`config.mk`:
```
export PLATFORM = sky130hd
export DESIGN_NAME = fmsc_top
export DESIGN_NICKNAME = d
export VERILOG_FILES = /design/src/fmsc_pkg.sv /design/src/fmsc_top.sv
export VERILOG_INCLUDE_DIRS = /design/src
export SDC_FILE = /design/constraint.sdc
export NUM_CORES = 1
export LEC_CHECK = 0
export BUFFER_PORTS_ARGS = -buffer_cell sky130_fd_sc_hd__buf_2
export CAP_MARGIN = 5
export CORE_UTILIZATION = 30
export DETAILED_ROUTE_END_ITERATION = 8
export GPL_TIMING_DRIVEN = 0
export SYNTH_ARGS = -nofsm -noshare
export SYNTH_HDL_FRONTEND = slang
export SYNTH_SLANG_ARGS = --single-unit
```
`constraint.sdc`:
```
create_clock -name REF_CLK -period 11 [get_ports REF_CLK]
set_input_delay 0.55 -clock REF_CLK [delete_from_list [all_inputs] [get_ports REF_CLK]]
set_output_delay 0.55 -clock REF_CLK [all_outputs]
set_load 0.05 [all_outputs]
```
`src/fmsc_defines.svh`:
```
// Address map, field positions, opcodes and reset values for the store/mode unit
`ifndef FMSC_DEFINES_SVH
`define FMSC_DEFINES_SVH

// Register byte addresses
`define FMSC_ADDR_CTRL     8'h00
`define FMSC_ADDR_INSTR    8'h04
`define FMSC_ADDR_ACC_SEL  8'h08
`define FMSC_ADDR_ACC_HI   8'h0c
`define FMSC_ADDR_ACC_LO   8'h10
`define FMSC_ADDR_DEST_HI  8'h14
`define FMSC_ADDR_DEST_LO  8'h18
`define FMSC_ADDR_STATUS   8'h1c

// Mode control bit positions
`define FMSC_CTRL_DPS      0
`define FMSC_CTRL_LIS      1
`define FMSC_CTRL_TSEL     2
`define FMSC_CTRL_OVTE     3
`define FMSC_CTRL_UVTE     4
`define FMSC_CTRL_W        5
`define FMSC_CTRL_RST      5'h00

// Status bit positions: result flags, trap, decode marks
`define FMSC_ST_C          0
`define FMSC_ST_V          1
`define FMSC_ST_Z          2
`define FMSC_ST_N          3
`define FMSC_ST_TRAP       4
`define FMSC_ST_F2I        5
`define FMSC_ST_BAD        6

// Whole-word opcodes and opcode groups in bits 15..8
`define FMSC_OP_SETF       16'hf001
`define FMSC_OP_SELECT_DOUBLE_OP       16'hf009
`define FMSC_OP_SELECT_SHORT_INT_OP       16'hf002
`define FMSC_OP_SELECT_LONG_INT_OP       16'hf00a
`define FMSC_GRP_STORE     8'hf8
`define FMSC_GRP_F2I       8'hfb
`define FMSC_GRP_CONV      8'hfc

// Floating field positions in a 64-bit accumulator, then the accumulator field of an instruction
`define FMSC_SIGN          63
`define FMSC_EXP_HI        62
`define FMSC_EXP_LO        55
`define FMSC_AC_HI         7
`define FMSC_AC_LO         6

// Bus answers
`define FMSC_RESP_OKAY     2'b00
`define FMSC_RESP_SLVERR   2'b10

`endif

```
`src/fmsc_pkg.sv`:
```
// Types shared by the store/mode unit
package fmsc_pkg;

  // Decoded instruction class
  typedef enum logic [3:0] {
    OP_NONE, OP_SETF, OP_SELECT_DOUBLE_OP, OP_SELECT_SHORT_INT_OP, OP_SELECT_LONG_INT_OP,
    OP_STORE, OP_CONV, OP_F2I, OP_BAD
  } fmsc_op_type;

endpackage : fmsc_pkg

```
`src/fmsc_top.sv`:
```
// Floating mode-set and store/convert unit with an AXI4-Lite register port
//
// Notes on behaviour
// - Select-double instruction sets double_precision_select to one.
// - Select-long instruction sets long_integer_select to one.
// - Select-short instruction clears long_integer_select.
// - Group 176 store widens when single mode, narrows when double mode.
// - Converting store of a zero accumulator writes exact zero.
// - Narrow, rounding, overflow trap off, rounding overflow: write exact zero.
// - Widening writes accumulator left-justified, lower half cleared.
// - Narrowing chops or rounds per truncate_select, then writes result.
// - Converting store: carry cleared, overflow on overflow, zero and negative.
// - Converting stores never raise the negative-zero trap.
// - No underflow on converting stores; no overflow when widening.
// - Trap enabled and narrowing overflows: write overflowed signed zero, trap.
// - Widening exact; narrowing error within one LSB chop, half rounding.
// - Group 174 copies accumulator unchanged at current precision, sets only zero and negative flags.
// - Plain stores never trap on negative zero and can store it.
// - Negative zero enters accumulator only with undefined-value trap off; the code strips it only from full-strobe writes of the high word.
// - Group 175 with accumulator field plus four is the float-to-int store.
// - long_integer_select zero means short, one means long integers.
// - truncate_select set chops, cleared rounds.
//
// Local design decisions: register access over AXI4-Lite and the placing of the registers.
`timescale 1ns/100ps
`include "fmsc_defines.svh"

module fmsc_top (
  // Clock and reset
  input  wire logic        REF_CLK,
  input  wire logic        RESET,
  // Write channels
  input  wire logic        AWVALID,
  output logic             AWREADY,
  input  wire logic [7:0]  AWADDR,
  input  wire logic [2:0]  AWPROT,
  input  wire logic        WVALID,
  output logic             WREADY,
  input  wire logic [31:0] WDATA,
  input  wire logic [3:0]  WSTRB,
  output logic             BVALID,
  input  wire logic        BREADY,
  output logic [1:0]       BRESP,
  // Read channels
  input  wire logic        ARVALID,
  output logic             ARREADY,
  input  wire logic [7:0]  ARADDR,
  input  wire logic [2:0]  ARPROT,
  output logic             RVALID,
  input  wire logic        RREADY,
  output logic [31:0]      RDATA,
  output logic [1:0]       RRESP,
  // Trap request toward the processor
  output logic             TRAP_REQ
);

  logic                     awready_ff, wready_ff, bvalid_ff, arready_ff, rvalid_ff;
  logic [7:0]               awaddr_ff;
  logic [31:0]              wdata_ff, rdata_ff, wmask, nxt_rdata;
  logic [3:0]               wstrb_ff;
  logic [1:0]               bresp_ff, rresp_ff, nxt_rresp;
  logic                     do_wr, wr_hit, exec;
  logic [`FMSC_CTRL_W-1:0]  ctrl_ff;
  logic [1:0]               accsel_ff;
  logic [63:0]              acc_ff [4];
  logic [63:0]              dest_ff, acc_op, nxt_dest;
  logic [15:0]              instr;
  logic [6:0]               status_ff, nxt_status;
  fmsc_pkg::fmsc_op_type    op;
  logic                     acc_zero, ovf, tsel;
  logic [31:0]              rnd_sum, narrow_hi;

  // Byte-lane mask from the latched strobes
  genvar g;
  generate
    for (g = 0; g < 4; g++) begin : g_lane
      assign wmask[g*8 +: 8] = {8{wstrb_ff[g]}};
    end
  endgenerate

  // Write happens once both address and data are in and no answer is pending
  assign do_wr = !awready_ff && !wready_ff && !bvalid_ff; // Low ready means word held
  assign wr_hit = awaddr_ff <= `FMSC_ADDR_ACC_LO; // Writable words sit lowest in the map
  assign exec = do_wr && (awaddr_ff == `FMSC_ADDR_INSTR);
  assign instr = wdata_ff[15:0];
  // Write address and data taken in either order, one write at a time
  always_ff @(posedge REF_CLK or posedge RESET) begin
    if (RESET) begin
      awready_ff <= 1'b1;
      wready_ff  <= 1'b1;
      awaddr_ff  <= 8'h00;
      wdata_ff   <= 32'h0000_0000;
      wstrb_ff   <= 4'h0;
    end else if (bvalid_ff && BREADY) begin
      awready_ff <= 1'b1;
      wready_ff  <= 1'b1;
    end else begin
      if (AWVALID && awready_ff) begin
        awready_ff <= 1'b0;
        awaddr_ff  <= {AWADDR[7:2], 2'b00};
      end
      if (WVALID && wready_ff) begin
        wready_ff <= 1'b0;
        wdata_ff  <= WDATA;
        wstrb_ff  <= WSTRB;
      end
    end
  end

  // Write response; unmapped or read-only offsets answer SLVERR
  always_ff @(posedge REF_CLK or posedge RESET) begin
    if (RESET) begin
      bvalid_ff <= 1'b0;
      bresp_ff  <= `FMSC_RESP_OKAY;
    end else if (do_wr) begin
      bvalid_ff <= 1'b1;
      bresp_ff  <= wr_hit ? `FMSC_RESP_OKAY : `FMSC_RESP_SLVERR;
    end else if (bvalid_ff && BREADY) begin
      bvalid_ff <= 1'b0;
    end
  end
  // Instruction decode; opcode groups live in bits 15..8
  always_comb begin
    op = fmsc_pkg::OP_BAD;
    if (instr == `FMSC_OP_SETF) begin
      op = fmsc_pkg::OP_SETF;
    end else if (instr == `FMSC_OP_SELECT_DOUBLE_OP) begin
      op = fmsc_pkg::OP_SELECT_DOUBLE_OP;
    end else if (instr == `FMSC_OP_SELECT_SHORT_INT_OP) begin
      op = fmsc_pkg::OP_SELECT_SHORT_INT_OP;
    end else if (instr == `FMSC_OP_SELECT_LONG_INT_OP) begin
      op = fmsc_pkg::OP_SELECT_LONG_INT_OP;
    end else if (instr[15:8] == `FMSC_GRP_STORE) begin
      op = fmsc_pkg::OP_STORE;
    end else if (instr[15:8] == `FMSC_GRP_CONV) begin
      op = fmsc_pkg::OP_CONV;
    end else if (instr[15:8] == `FMSC_GRP_F2I) begin
      op = fmsc_pkg::OP_F2I;
    end
  end
  // Mode bits: software writes them, mode instructions override
  always_ff @(posedge REF_CLK or posedge RESET) begin
    if (RESET) begin
      ctrl_ff <= `FMSC_CTRL_RST;
    end else if (do_wr && awaddr_ff == `FMSC_ADDR_CTRL && wstrb_ff[0]) begin
      ctrl_ff <= wdata_ff[`FMSC_CTRL_W-1:0];
    end else if (exec) begin
      case (op)
        fmsc_pkg::OP_SETF: ctrl_ff[`FMSC_CTRL_DPS] <= 1'b0;
        fmsc_pkg::OP_SELECT_DOUBLE_OP: ctrl_ff[`FMSC_CTRL_DPS] <= 1'b1;
        fmsc_pkg::OP_SELECT_LONG_INT_OP: ctrl_ff[`FMSC_CTRL_LIS] <= 1'b1;
        fmsc_pkg::OP_SELECT_SHORT_INT_OP: ctrl_ff[`FMSC_CTRL_LIS] <= 1'b0;
        default: ;
      endcase
    end
  end

  // Accumulator file loaded word by word; index picks the target
  always_ff @(posedge REF_CLK or posedge RESET) begin
    if (RESET) begin
      accsel_ff <= 2'b00;
      for (int i = 0; i < 4; i++) begin
        acc_ff[i] <= 64'h0;
      end
    end else if (do_wr) begin
      if (awaddr_ff == `FMSC_ADDR_ACC_SEL && wstrb_ff[0]) begin
        accsel_ff <= wdata_ff[1:0];
      end else if (awaddr_ff == `FMSC_ADDR_ACC_HI) begin
        acc_ff[accsel_ff][63:32] <= (acc_ff[accsel_ff][63:32] & ~wmask) | (wdata_ff & wmask);
        // A negative zero loaded by a full-strobe write becomes plain zero while that trap is on
        if (ctrl_ff[`FMSC_CTRL_UVTE] && wdata_ff[30:23] == 8'h00 && wstrb_ff == 4'hf) begin
          acc_ff[accsel_ff][`FMSC_SIGN] <= 1'b0;
        end
      end else if (awaddr_ff == `FMSC_ADDR_ACC_LO) begin
        acc_ff[accsel_ff][31:0] <= (acc_ff[accsel_ff][31:0] & ~wmask) | (wdata_ff & wmask);
      end
    end
  end

  // Operand and narrowing arithmetic
  assign acc_op = acc_ff[instr[`FMSC_AC_HI:`FMSC_AC_LO]];
  assign acc_zero = acc_op[`FMSC_EXP_HI:`FMSC_EXP_LO] == 8'h00;
  assign tsel = ctrl_ff[`FMSC_CTRL_TSEL];
  // Round adds the first dropped bit; carry may ripple into the exponent
  assign rnd_sum = {1'b0, acc_op[62:32]} + {31'h0, !tsel && acc_op[31]};
  assign ovf = rnd_sum[31]; // Exponent wrapped past its top
  assign narrow_hi = ovf ? (ctrl_ff[`FMSC_CTRL_OVTE] ? {acc_op[`FMSC_SIGN], 31'h0}
                                                     : 32'h0)
                         : {acc_op[`FMSC_SIGN], rnd_sum[30:0]};
  // Result and flags for the store family
  always_comb begin
    nxt_dest = dest_ff;
    nxt_status = status_ff;
    if (exec) begin
      nxt_status = 7'h00; // Negative-zero trap never raised here
      case (op)
        fmsc_pkg::OP_STORE: begin
          // Copy as is in double mode, high word with low word cleared in single mode, negative zero included
          nxt_dest = ctrl_ff[`FMSC_CTRL_DPS] ? acc_op : {acc_op[63:32], 32'h0};
          nxt_status[`FMSC_ST_Z] = acc_zero;
          nxt_status[`FMSC_ST_N] = acc_op[`FMSC_SIGN] && !acc_zero;
        end
        fmsc_pkg::OP_CONV: begin
          if (acc_zero) begin
            nxt_dest = 64'h0;
          end else if (!ctrl_ff[`FMSC_CTRL_DPS]) begin
            nxt_dest = {acc_op[63:32], 32'h0};
          end else begin
            nxt_dest = {narrow_hi, 32'h0};
          end
          nxt_status[`FMSC_ST_V] = ctrl_ff[`FMSC_CTRL_DPS] && !acc_zero && ovf;
          nxt_status[`FMSC_ST_TRAP] = ctrl_ff[`FMSC_CTRL_DPS] && !acc_zero && ovf &&
                                      ctrl_ff[`FMSC_CTRL_OVTE];
          nxt_status[`FMSC_ST_Z] = acc_zero;
          nxt_status[`FMSC_ST_N] = acc_op[`FMSC_SIGN] && !acc_zero;
        end
        fmsc_pkg::OP_F2I: nxt_status[`FMSC_ST_F2I] = 1'b1;
        fmsc_pkg::OP_BAD: nxt_status[`FMSC_ST_BAD] = 1'b1;
        default: nxt_status = 7'h00;
      endcase
    end
  end
  // Destination and status hold the last executed instruction
  always_ff @(posedge REF_CLK or posedge RESET) begin
    if (RESET) begin
      dest_ff   <= 64'h0;
      status_ff <= 7'h00;
      TRAP_REQ  <= 1'b0;
    end else begin
      dest_ff   <= nxt_dest;
      status_ff <= nxt_status;
      TRAP_REQ  <= exec && nxt_status[`FMSC_ST_TRAP];
    end
  end

  // Read mux; reads have no side effects
  always_comb begin
    nxt_rdata = 32'h0000_0000;
    nxt_rresp = `FMSC_RESP_OKAY;
    if (ARADDR[7:2] == `FMSC_ADDR_CTRL >> 2) begin
      nxt_rdata = {27'h0, ctrl_ff};
    end else if (ARADDR[7:2] == `FMSC_ADDR_INSTR >> 2) begin
      nxt_rdata = 32'h0000_0000;
    end else if (ARADDR[7:2] == `FMSC_ADDR_ACC_SEL >> 2) begin
      nxt_rdata = {30'h0, accsel_ff};
    end else if (ARADDR[7:2] == `FMSC_ADDR_ACC_HI >> 2) begin
      nxt_rdata = acc_ff[accsel_ff][63:32];
    end else if (ARADDR[7:2] == `FMSC_ADDR_ACC_LO >> 2) begin
      nxt_rdata = acc_ff[accsel_ff][31:0];
    end else if (ARADDR[7:2] == `FMSC_ADDR_DEST_HI >> 2) begin
      nxt_rdata = dest_ff[63:32];
    end else if (ARADDR[7:2] == `FMSC_ADDR_DEST_LO >> 2) begin
      nxt_rdata = dest_ff[31:0];
    end else if (ARADDR[7:2] == `FMSC_ADDR_STATUS >> 2) begin
      nxt_rdata = {25'h0, status_ff};
    end else begin
      nxt_rresp = `FMSC_RESP_SLVERR;
    end
  end

  // Read channel: one read in flight, answer one cycle after address
  always_ff @(posedge REF_CLK or posedge RESET) begin
    if (RESET) begin
      arready_ff <= 1'b1;
      rvalid_ff  <= 1'b0;
      rdata_ff   <= 32'h0000_0000;
      rresp_ff   <= `FMSC_RESP_OKAY;
    end else if (ARVALID && arready_ff) begin
      arready_ff <= 1'b0;
      rvalid_ff  <= 1'b1;
      rdata_ff   <= nxt_rdata;
      rresp_ff   <= nxt_rresp;
    end else if (rvalid_ff && RREADY) begin
      arready_ff <= 1'b1;
      rvalid_ff  <= 1'b0;
    end
  end

  assign AWREADY = awready_ff;
  assign WREADY  = wready_ff;
  assign BVALID  = bvalid_ff;
  assign BRESP   = bresp_ff;
  assign ARREADY = arready_ff;
  assign RVALID  = rvalid_ff;
  assign RDATA   = rdata_ff;
  assign RRESP   = rresp_ff;
endmodule : fmsc_top

```
== Yosys cells after proc, flatten, opt, wreduce, memory -nomap -nowiden ==
Index checks and enable logic that the tools add are counted.

* Flip-flop bits (word level): 417
* Latch bits: 0
* RAM bits: 0
* Bits in read-only memories: 0
* Logic and storage cells: 180
* Memories: 0

* $add $sub $neg: 1
* Multipliers: 0
* Divide/modulo/power cells: 0
* Magnitude comparators: 4
* Equality and inequality tests: 27
* Shifts and indexed selects: 0
* Muxes and demuxes: 67
* Bitwise operators: 12
* Reduce and logical (&&, ||, !) cells: 46

{| class="wikitable"
|+ Operators by type and width
! kind !! number
|-
| $mux 256 || 3
|-
| $bwmux 256 || 2
|-
| $mux 64 || 8
|-
| $demux 64 s2 || 3
|-
| $mux 32 || 11
|-
| $and 256x256->256 || 1
|-
| $bmux 64 s2 || 2
|-
| $not 256->256 || 1
|-
| $pmux 64 s2 || 1
|-
| $and 32x32->32 || 3
|-
| $eq 16x16->1 const B || 4
|-
| $or 32x32->32 || 2
|-
| $add 31x1->32 || 1
|-
| $not 32->32 || 1
|-
| $eq 6x3->1 const B || 5
|-
| $mux 4 || 7
|-
| $eq 6x2->1 const B || 4
|-
| $eq 8x8->1 const B || 3
|-
| $logic_not 8->1 || 3
|-
| $mux 2 || 12
|-
| $logic_and 1x1->1 || 20
|-
| $eq 4x3->1 const B || 4
|-
| $mux 1 || 14
|-
| $reduce_bool 2->1 || 7
|-
| other kinds (18) || 35
|}

== Longest topological paths before layout ==
* Depth after elaboration: 13
* Depth in mapped cells: 14
* Mapped depth without buffers: 10

== Worst setup path before layout ==
Ideal clock, no wire load.

* Path kind: reg2reg
* From: reg wdata_ff[7]
* To: reg status_ff[4]
* Library setup time: 74 ps
* Data arrival time: 3019 ps
* Required time: 10926 ps
* Slack: 7906 ps
* Stages on the path, launching flop included: 13
* Clock period less this slack: 3094 ps
* Cells stage by stage: dfrtp_1 > buf_6 > buf_2 > buf_1 > mux4_2 > nor2b_1 > ha_1 > and2_1 > and4_1 > nand3_1 > or4_4 > or3b_1 > o21ai_2

* Word-level cells in the longest chain between the ends: 11

{| class="wikitable"
|+ RTL lines
! item !! line !! source
|-
| from (decl) || fmsc_top.sv:59 || <nowiki>logic [31:0] wdata_ff, rdata_ff, wmask, nxt_rdata;</nowiki>
|-
| from (signal assigned) || fmsc_top.sv:92 || <nowiki>wdata_ff <= 32'h0000_0000;</nowiki>
|-
| from (signal assigned) || fmsc_top.sv:104 || <nowiki>wdata_ff <= WDATA;</nowiki>
|-
| parallel branches: the longest is 9 deep, another holds $add 31x1->32 || n/a ||
|-
| $mux 1 (*) || fmsc_top.sv:196 || <nowiki>case (op)</nowiki>
|-
| $mux 5 (*) || fmsc_top.sv:194 || <nowiki>if (exec) begin</nowiki>
|-
| named net nxt_status[4] || fmsc_top.sv:68 || <nowiki>logic [6:0] status_ff, nxt_status;</nowiki>
|-
| to (signal assigned) || fmsc_top.sv:231 || <nowiki>status_ff <= nxt_status;</nowiki>
|-
| to (decl) || fmsc_top.sv:68 ||
|}

Mark *: on every way through the listed nets, which the timed path passes. The select of a mux whose other input is x is not followed.
A chain may end at the register's enable or synchronous reset.

== Worst setup path in the final report ==
* From: reg wdata_ff[7]
* To: reg dest_ff[37]

* Word-level cells in the longest chain between the ends: 10

{| class="wikitable"
|+ RTL lines
! item !! line !! source
|-
| $not 2->3 || fmsc_top.sv:181 || <nowiki>assign acc_op = acc_ff[instr[`FMSC_AC_HI:`FMSC_AC_LO]];</nowiki>
|-
| $bmux 64 s2 || fmsc_top.sv:181 ||
|-
| $mux 64 (2 in series) || fmsc_top.sv:181 ||
|-
| $logic_and 1x1->1 || fmsc_top.sv:185 || <nowiki>assign rnd_sum = {1'b0, acc_op[62:32]} + {31'h0, !tsel && acc_op[31]};</nowiki>
|-
| $add 31x1->32 || fmsc_top.sv:185 ||
|-
| $mux 32 || fmsc_top.sv:187 || <nowiki>assign narrow_hi = ovf ? (ctrl_ff[`FMSC_CTRL_OVTE] ? {acc_op[`FMSC_SIGN], 31'h0}</nowiki>
|-
| $mux 64 || fmsc_top.sv:206 || <nowiki>end else if (!ctrl_ff[`FMSC_CTRL_DPS]) begin</nowiki>
|-
| $mux 64 || fmsc_top.sv:204 || <nowiki>if (acc_zero) begin</nowiki>
|-
| $pmux 64 s2 || fmsc_top.sv:196 ||
|-
| to (signal assigned) || fmsc_top.sv:230 || <nowiki>dest_ff <= nxt_dest;</nowiki>
|-
| to (decl) || fmsc_top.sv:66 || <nowiki>logic [63:0] dest_ff, acc_op, nxt_dest;</nowiki>
|}

Parallel ways exist; a longest one is shown, timed or not. The select of a mux whose other input is x is not followed.

==> impl_results.md <==
- Total CTS buffers: 44
- Reg2reg start: wdata_ff[7]
- RSZ-0062 raised after global routing: no
- NumNets Final: 2076
- Crit-path slowest cell: buf_1
- ANT cells: 0
- Worst Path Buf+Inv: 4
- FILL cells: 6620
- IO Pins: 107
- Worst hold margin: 0.129 ns
- H-tree depth: 2
- Final hold violation count: 0
- Seq/Total Area, Yosys: 50.6%
- GPL Wtd Cong: 0.948
- Input/output buffers: 93
- P_leak: 9.96 nW
- Fmax: 221 MHz
- ANT nets after route: 0
- Max incr delay on CP: 0.73 ns
- Clock sink count: 415
- Pin count of the biggest net entering global routing: 46
- Core ar.: 0.0674 mm²
- Worst IR Drop VDD: 0.000187 V
- Final wirelength: 70000 µm
- Pre-Repair DR Iteration Count: 7
- DRT met1 WL: 29300 µm
- Fin area: 0.0238 mm²
- Total track usage: 19.9%
- Effective utilization at floorplan: 30.5%
- Post-CTS Setup Repair Bufs: 0
- Power Density: 224 mW/mm²
- WL/cell: 24.0 µm
- Placed inst area: 0.0223 mm²
- Worst reg2reg setup slack: 6.47 ns
- CP max FO: 10
- Post-synth cell types: 64
- Wire length of the first global-routing pass: 104000 µm
- Vias in the first global route: 16279
- Warnings from Yosys: 0
- CTS Buffer Depth: 3
- #FFs+latches synth: 415
- Setup TNS: 0 ns
- Die ar.: 0.0695 mm²
- WL met2: 31000 µm
- Area growth syn-to-layout: 15.7%
- Number of synthesized flops with an enable pin: 0
- Worst Setup End Kind: flop
- Setup Skew: 0.0206 ns
- Highest Signal Layer: met4
- Hold WC Path Type: input port to asynchronous set/reset pin
- Proportion of layout cells with a drive suffix above 1: 18.5%
- Row cnt: 95
- FF+latch area: 0.0104 mm²
- Critical path class: flop to flop
- Worst slew margin: 20.3%
- # setup viols final: 0
- Syn Std Cell Area: 0.0205 mm²
- Data arrival, critical path: 4.97 ns
- Final min period: 4.53 ns
- CTS tree: yes
- Combined area of the multi-input logic cells: 0.00949 mm²
- Grt ovf: 0
- DRC violations left: 0
- Worst Max-Slew Pin Slew: 1.20 ns
- Post-cts sizing count: 0
- Worst-Skew Late Latency: 0.57 ns
- Initial antenna violation count: 1
- Final Max Tran Viols: 0
- Vias per cell: 5.63
- Post-synth top flop: dfrtp_1
- Synth Area per Inst: 11.0 µm²
- Die X: 264 µm
- Vias post-DR: 16417
- Crit-path leading delay family: buffers and inverters
- DRT iter0 DRCs: 1795
- R2R cell count: 13
- Outcome: completed
- Post-DP HPWL: 51400 µm
- Metal3 WL: 7770 µm
- Root Driver: clkbuf_16
- Worst-path cell chain: buf_6 -> buf_2 -> buf_1 -> mux4_2 -> nor2b_1 -> ha_1 -> and2_1 -> and4_1 -> nand3_1 -> or4_4 -> nand3b_2 -> clkbuf_2 -> o21ai_0
- Mapped Cells: 1859
- Critical Path Source Type: flop
- Asr flop ratio synth: 100%
- Die Y: 264 µm
- Cts hold-fix bufs: 0
- Max-capacitance violation count: 0
- Period utilization: 41.2%
- Clk slew on worst S/H paths: 0.06 ns
- Req. time, crit path: 11.44 ns
- Worst r2r dst: dest_ff[37]
==> cells in the mapped netlist, drive strengths merged (3+ instances only) <==
cell type | n | area (µm²)
a22o | 26 | 228
o21ai | 338 | 1700
dfstp | 3 | 78.8
a22oi | 8 | 60.1
inv | 11 | 41.3
and4 | 9 | 81.3
nor3 | 27 | 145
and3 | 6 | 37.5
dfrtp | 412 | 10300
o211ai | 5 | 37.5
mux2 | 55 | 619
nand4 | 9 | 56.3
nand2b | 4 | 25.0
nand3b | 8 | 63.8
and3b | 3 | 26.3
or3 | 5 | 31.3
mux2i | 69 | 691
nand2 | 437 | 1640
xnor2 | 21 | 184
a21oi | 15 | 75.1
mux4 | 128 | 2930
buf | 31 | 200
nor2b | 6 | 37.5
nand3 | 19 | 108
nor2 | 21 | 78.8
or4 | 3 | 26.3
a222oi | 23 | 230
xor2 | 9 | 78.8
nor4 | 10 | 62.6
clkbuf | 110 | 420
==> how the worst max path moves through the flow <==
| stage | startpoint | end | slack, ns | depth (start not counted) |
|---|---|---|---|---|
| 3_5_place_dp | wdata_ff[7] | dest_ff[37] | 6.55 | 13 |
| 6_report | wdata_ff[7] | dest_ff[37] | 6.47 | 13 |
| 3_3_place_gp | RESET | acc_ff[84] | 2.70 | 2 |
| 5_1_grt | wdata_ff[7] | dest_ff[37] | 6.25 | 13 |
| 4_1_cts | wdata_ff[7] | dest_ff[37] | 6.54 | 13 |
| 2_1_floorplan | RESET | BRESP[1] | 4.86 | 1 |
==> flip-flops by register name, summed over array words and instances (netlist names) <==
register,count
acc_ff,256
RVALID,1
wdata_ff,32
wstrb_ff,4
ctrl_ff,5
BVALID,1
TRAP_REQ,1
status_ff,6
BRESP,1
RRESP,1
AWREADY,1
accsel_ff,2
dest_ff,64
RDATA,32
ARREADY,1
awaddr_ff,6
WREADY,1
==> cell usage in the layout, fill, tap and decap left out, types with 8 or more instances in the layout <==
| cell | netlist | routed |
|---|---|---|
| o21ai_0 | 336 | 336 |
| a22oi_1 | 8 | 8 |
| nand4_1 | 9 | 9 |
| xor2_1 | 9 | 9 |
| mux2i_1 | 69 | 69 |
| mux2_2 | 55 | 55 |
| mux4_1 | 12 | 12 |
| clkbuf_8 | 0 | 11 |
| xnor2_1 | 21 | 21 |
| nor2_1 | 21 | 21 |
| nor4_1 | 10 | 10 |
| a21oi_1 | 15 | 15 |
| nand3_1 | 18 | 18 |
| and4_1 | 8 | 8 |
| dfrtp_1 | 412 | 412 |
| buf_1 | 12 | 11 |
| clkbuf_1 | 106 | 118 |
| inv_1 | 11 | 10 |
| nand2_1 | 437 | 437 |
| buf_2 | 11 | 104 |
| nor3_1 | 25 | 25 |
| mux4_2 | 116 | 116 |
| a22o_1 | 26 | 26 |
| clkbuf_16 | 0 | 45 |
| a222oi_1 | 23 | 23 |
| buf_12 | 2 | 12 |
==> cells by family after synthesis <==
family          Yosys count  share of synthesized area (%)
simple gates            578                           12.3
compound gates          429                           11.9
flops                   415                           50.6
mux                     252                           20.6
buf+inv                 152                           3.22
xor+xnor                 30                           1.28
fa+ha+maj                 2                          0.122
other cells               1                         0.0183
==> power by group <==
group          internal (mW)  total [mW]  switching [mW]
registers               1.75        2.03           0.283
logic                  0.687        1.77            1.08
clock network          0.895        1.53           0.634
total                   3.33        5.33            2.00
==> through the flow <==
| stage | utilization [%] | std cells | power (mW) | setup WS [ns] |
|---|---|---|---|---|
| after floorplan | - | 1860 | 3.11 | 4.86 |
| after global placement | 32.8 | 2826 | 3.74 | 2.70 |
| after detailed placement | 33.1 | 2836 | 3.79 | 6.55 |
| after CTS | 35.2 | 2914 | 5.32 | 6.54 |
| after global routing | 35.3 | 2914 | 5.53 | 6.25 |
| final | 35.3 | 2914 | 5.33 | 6.47 |
==> cell type report <==
type	instances	share of cell area, %
timing repair buffer	103	2.80
buffer	141	2.62
multi-input combinational	1293	39.9
sequential	415	43.7
tap	873	4.60
clock inverter	10	0.558
clock buffer	68	5.57
inverter	11	0.190
==> routing by layer <==
| metal | GRT usage [%] | vias up |
|---|---|---|
| li1 | - | 7054 |
| met1 | 27.0 | 8411 |
| met2 | 30.2 | 815 |
| met3 | 6.56 | 137 |
| met4 | 5.97 | 0 |
| met5 | 0 | - |
(Power assumes the default switching activity.)
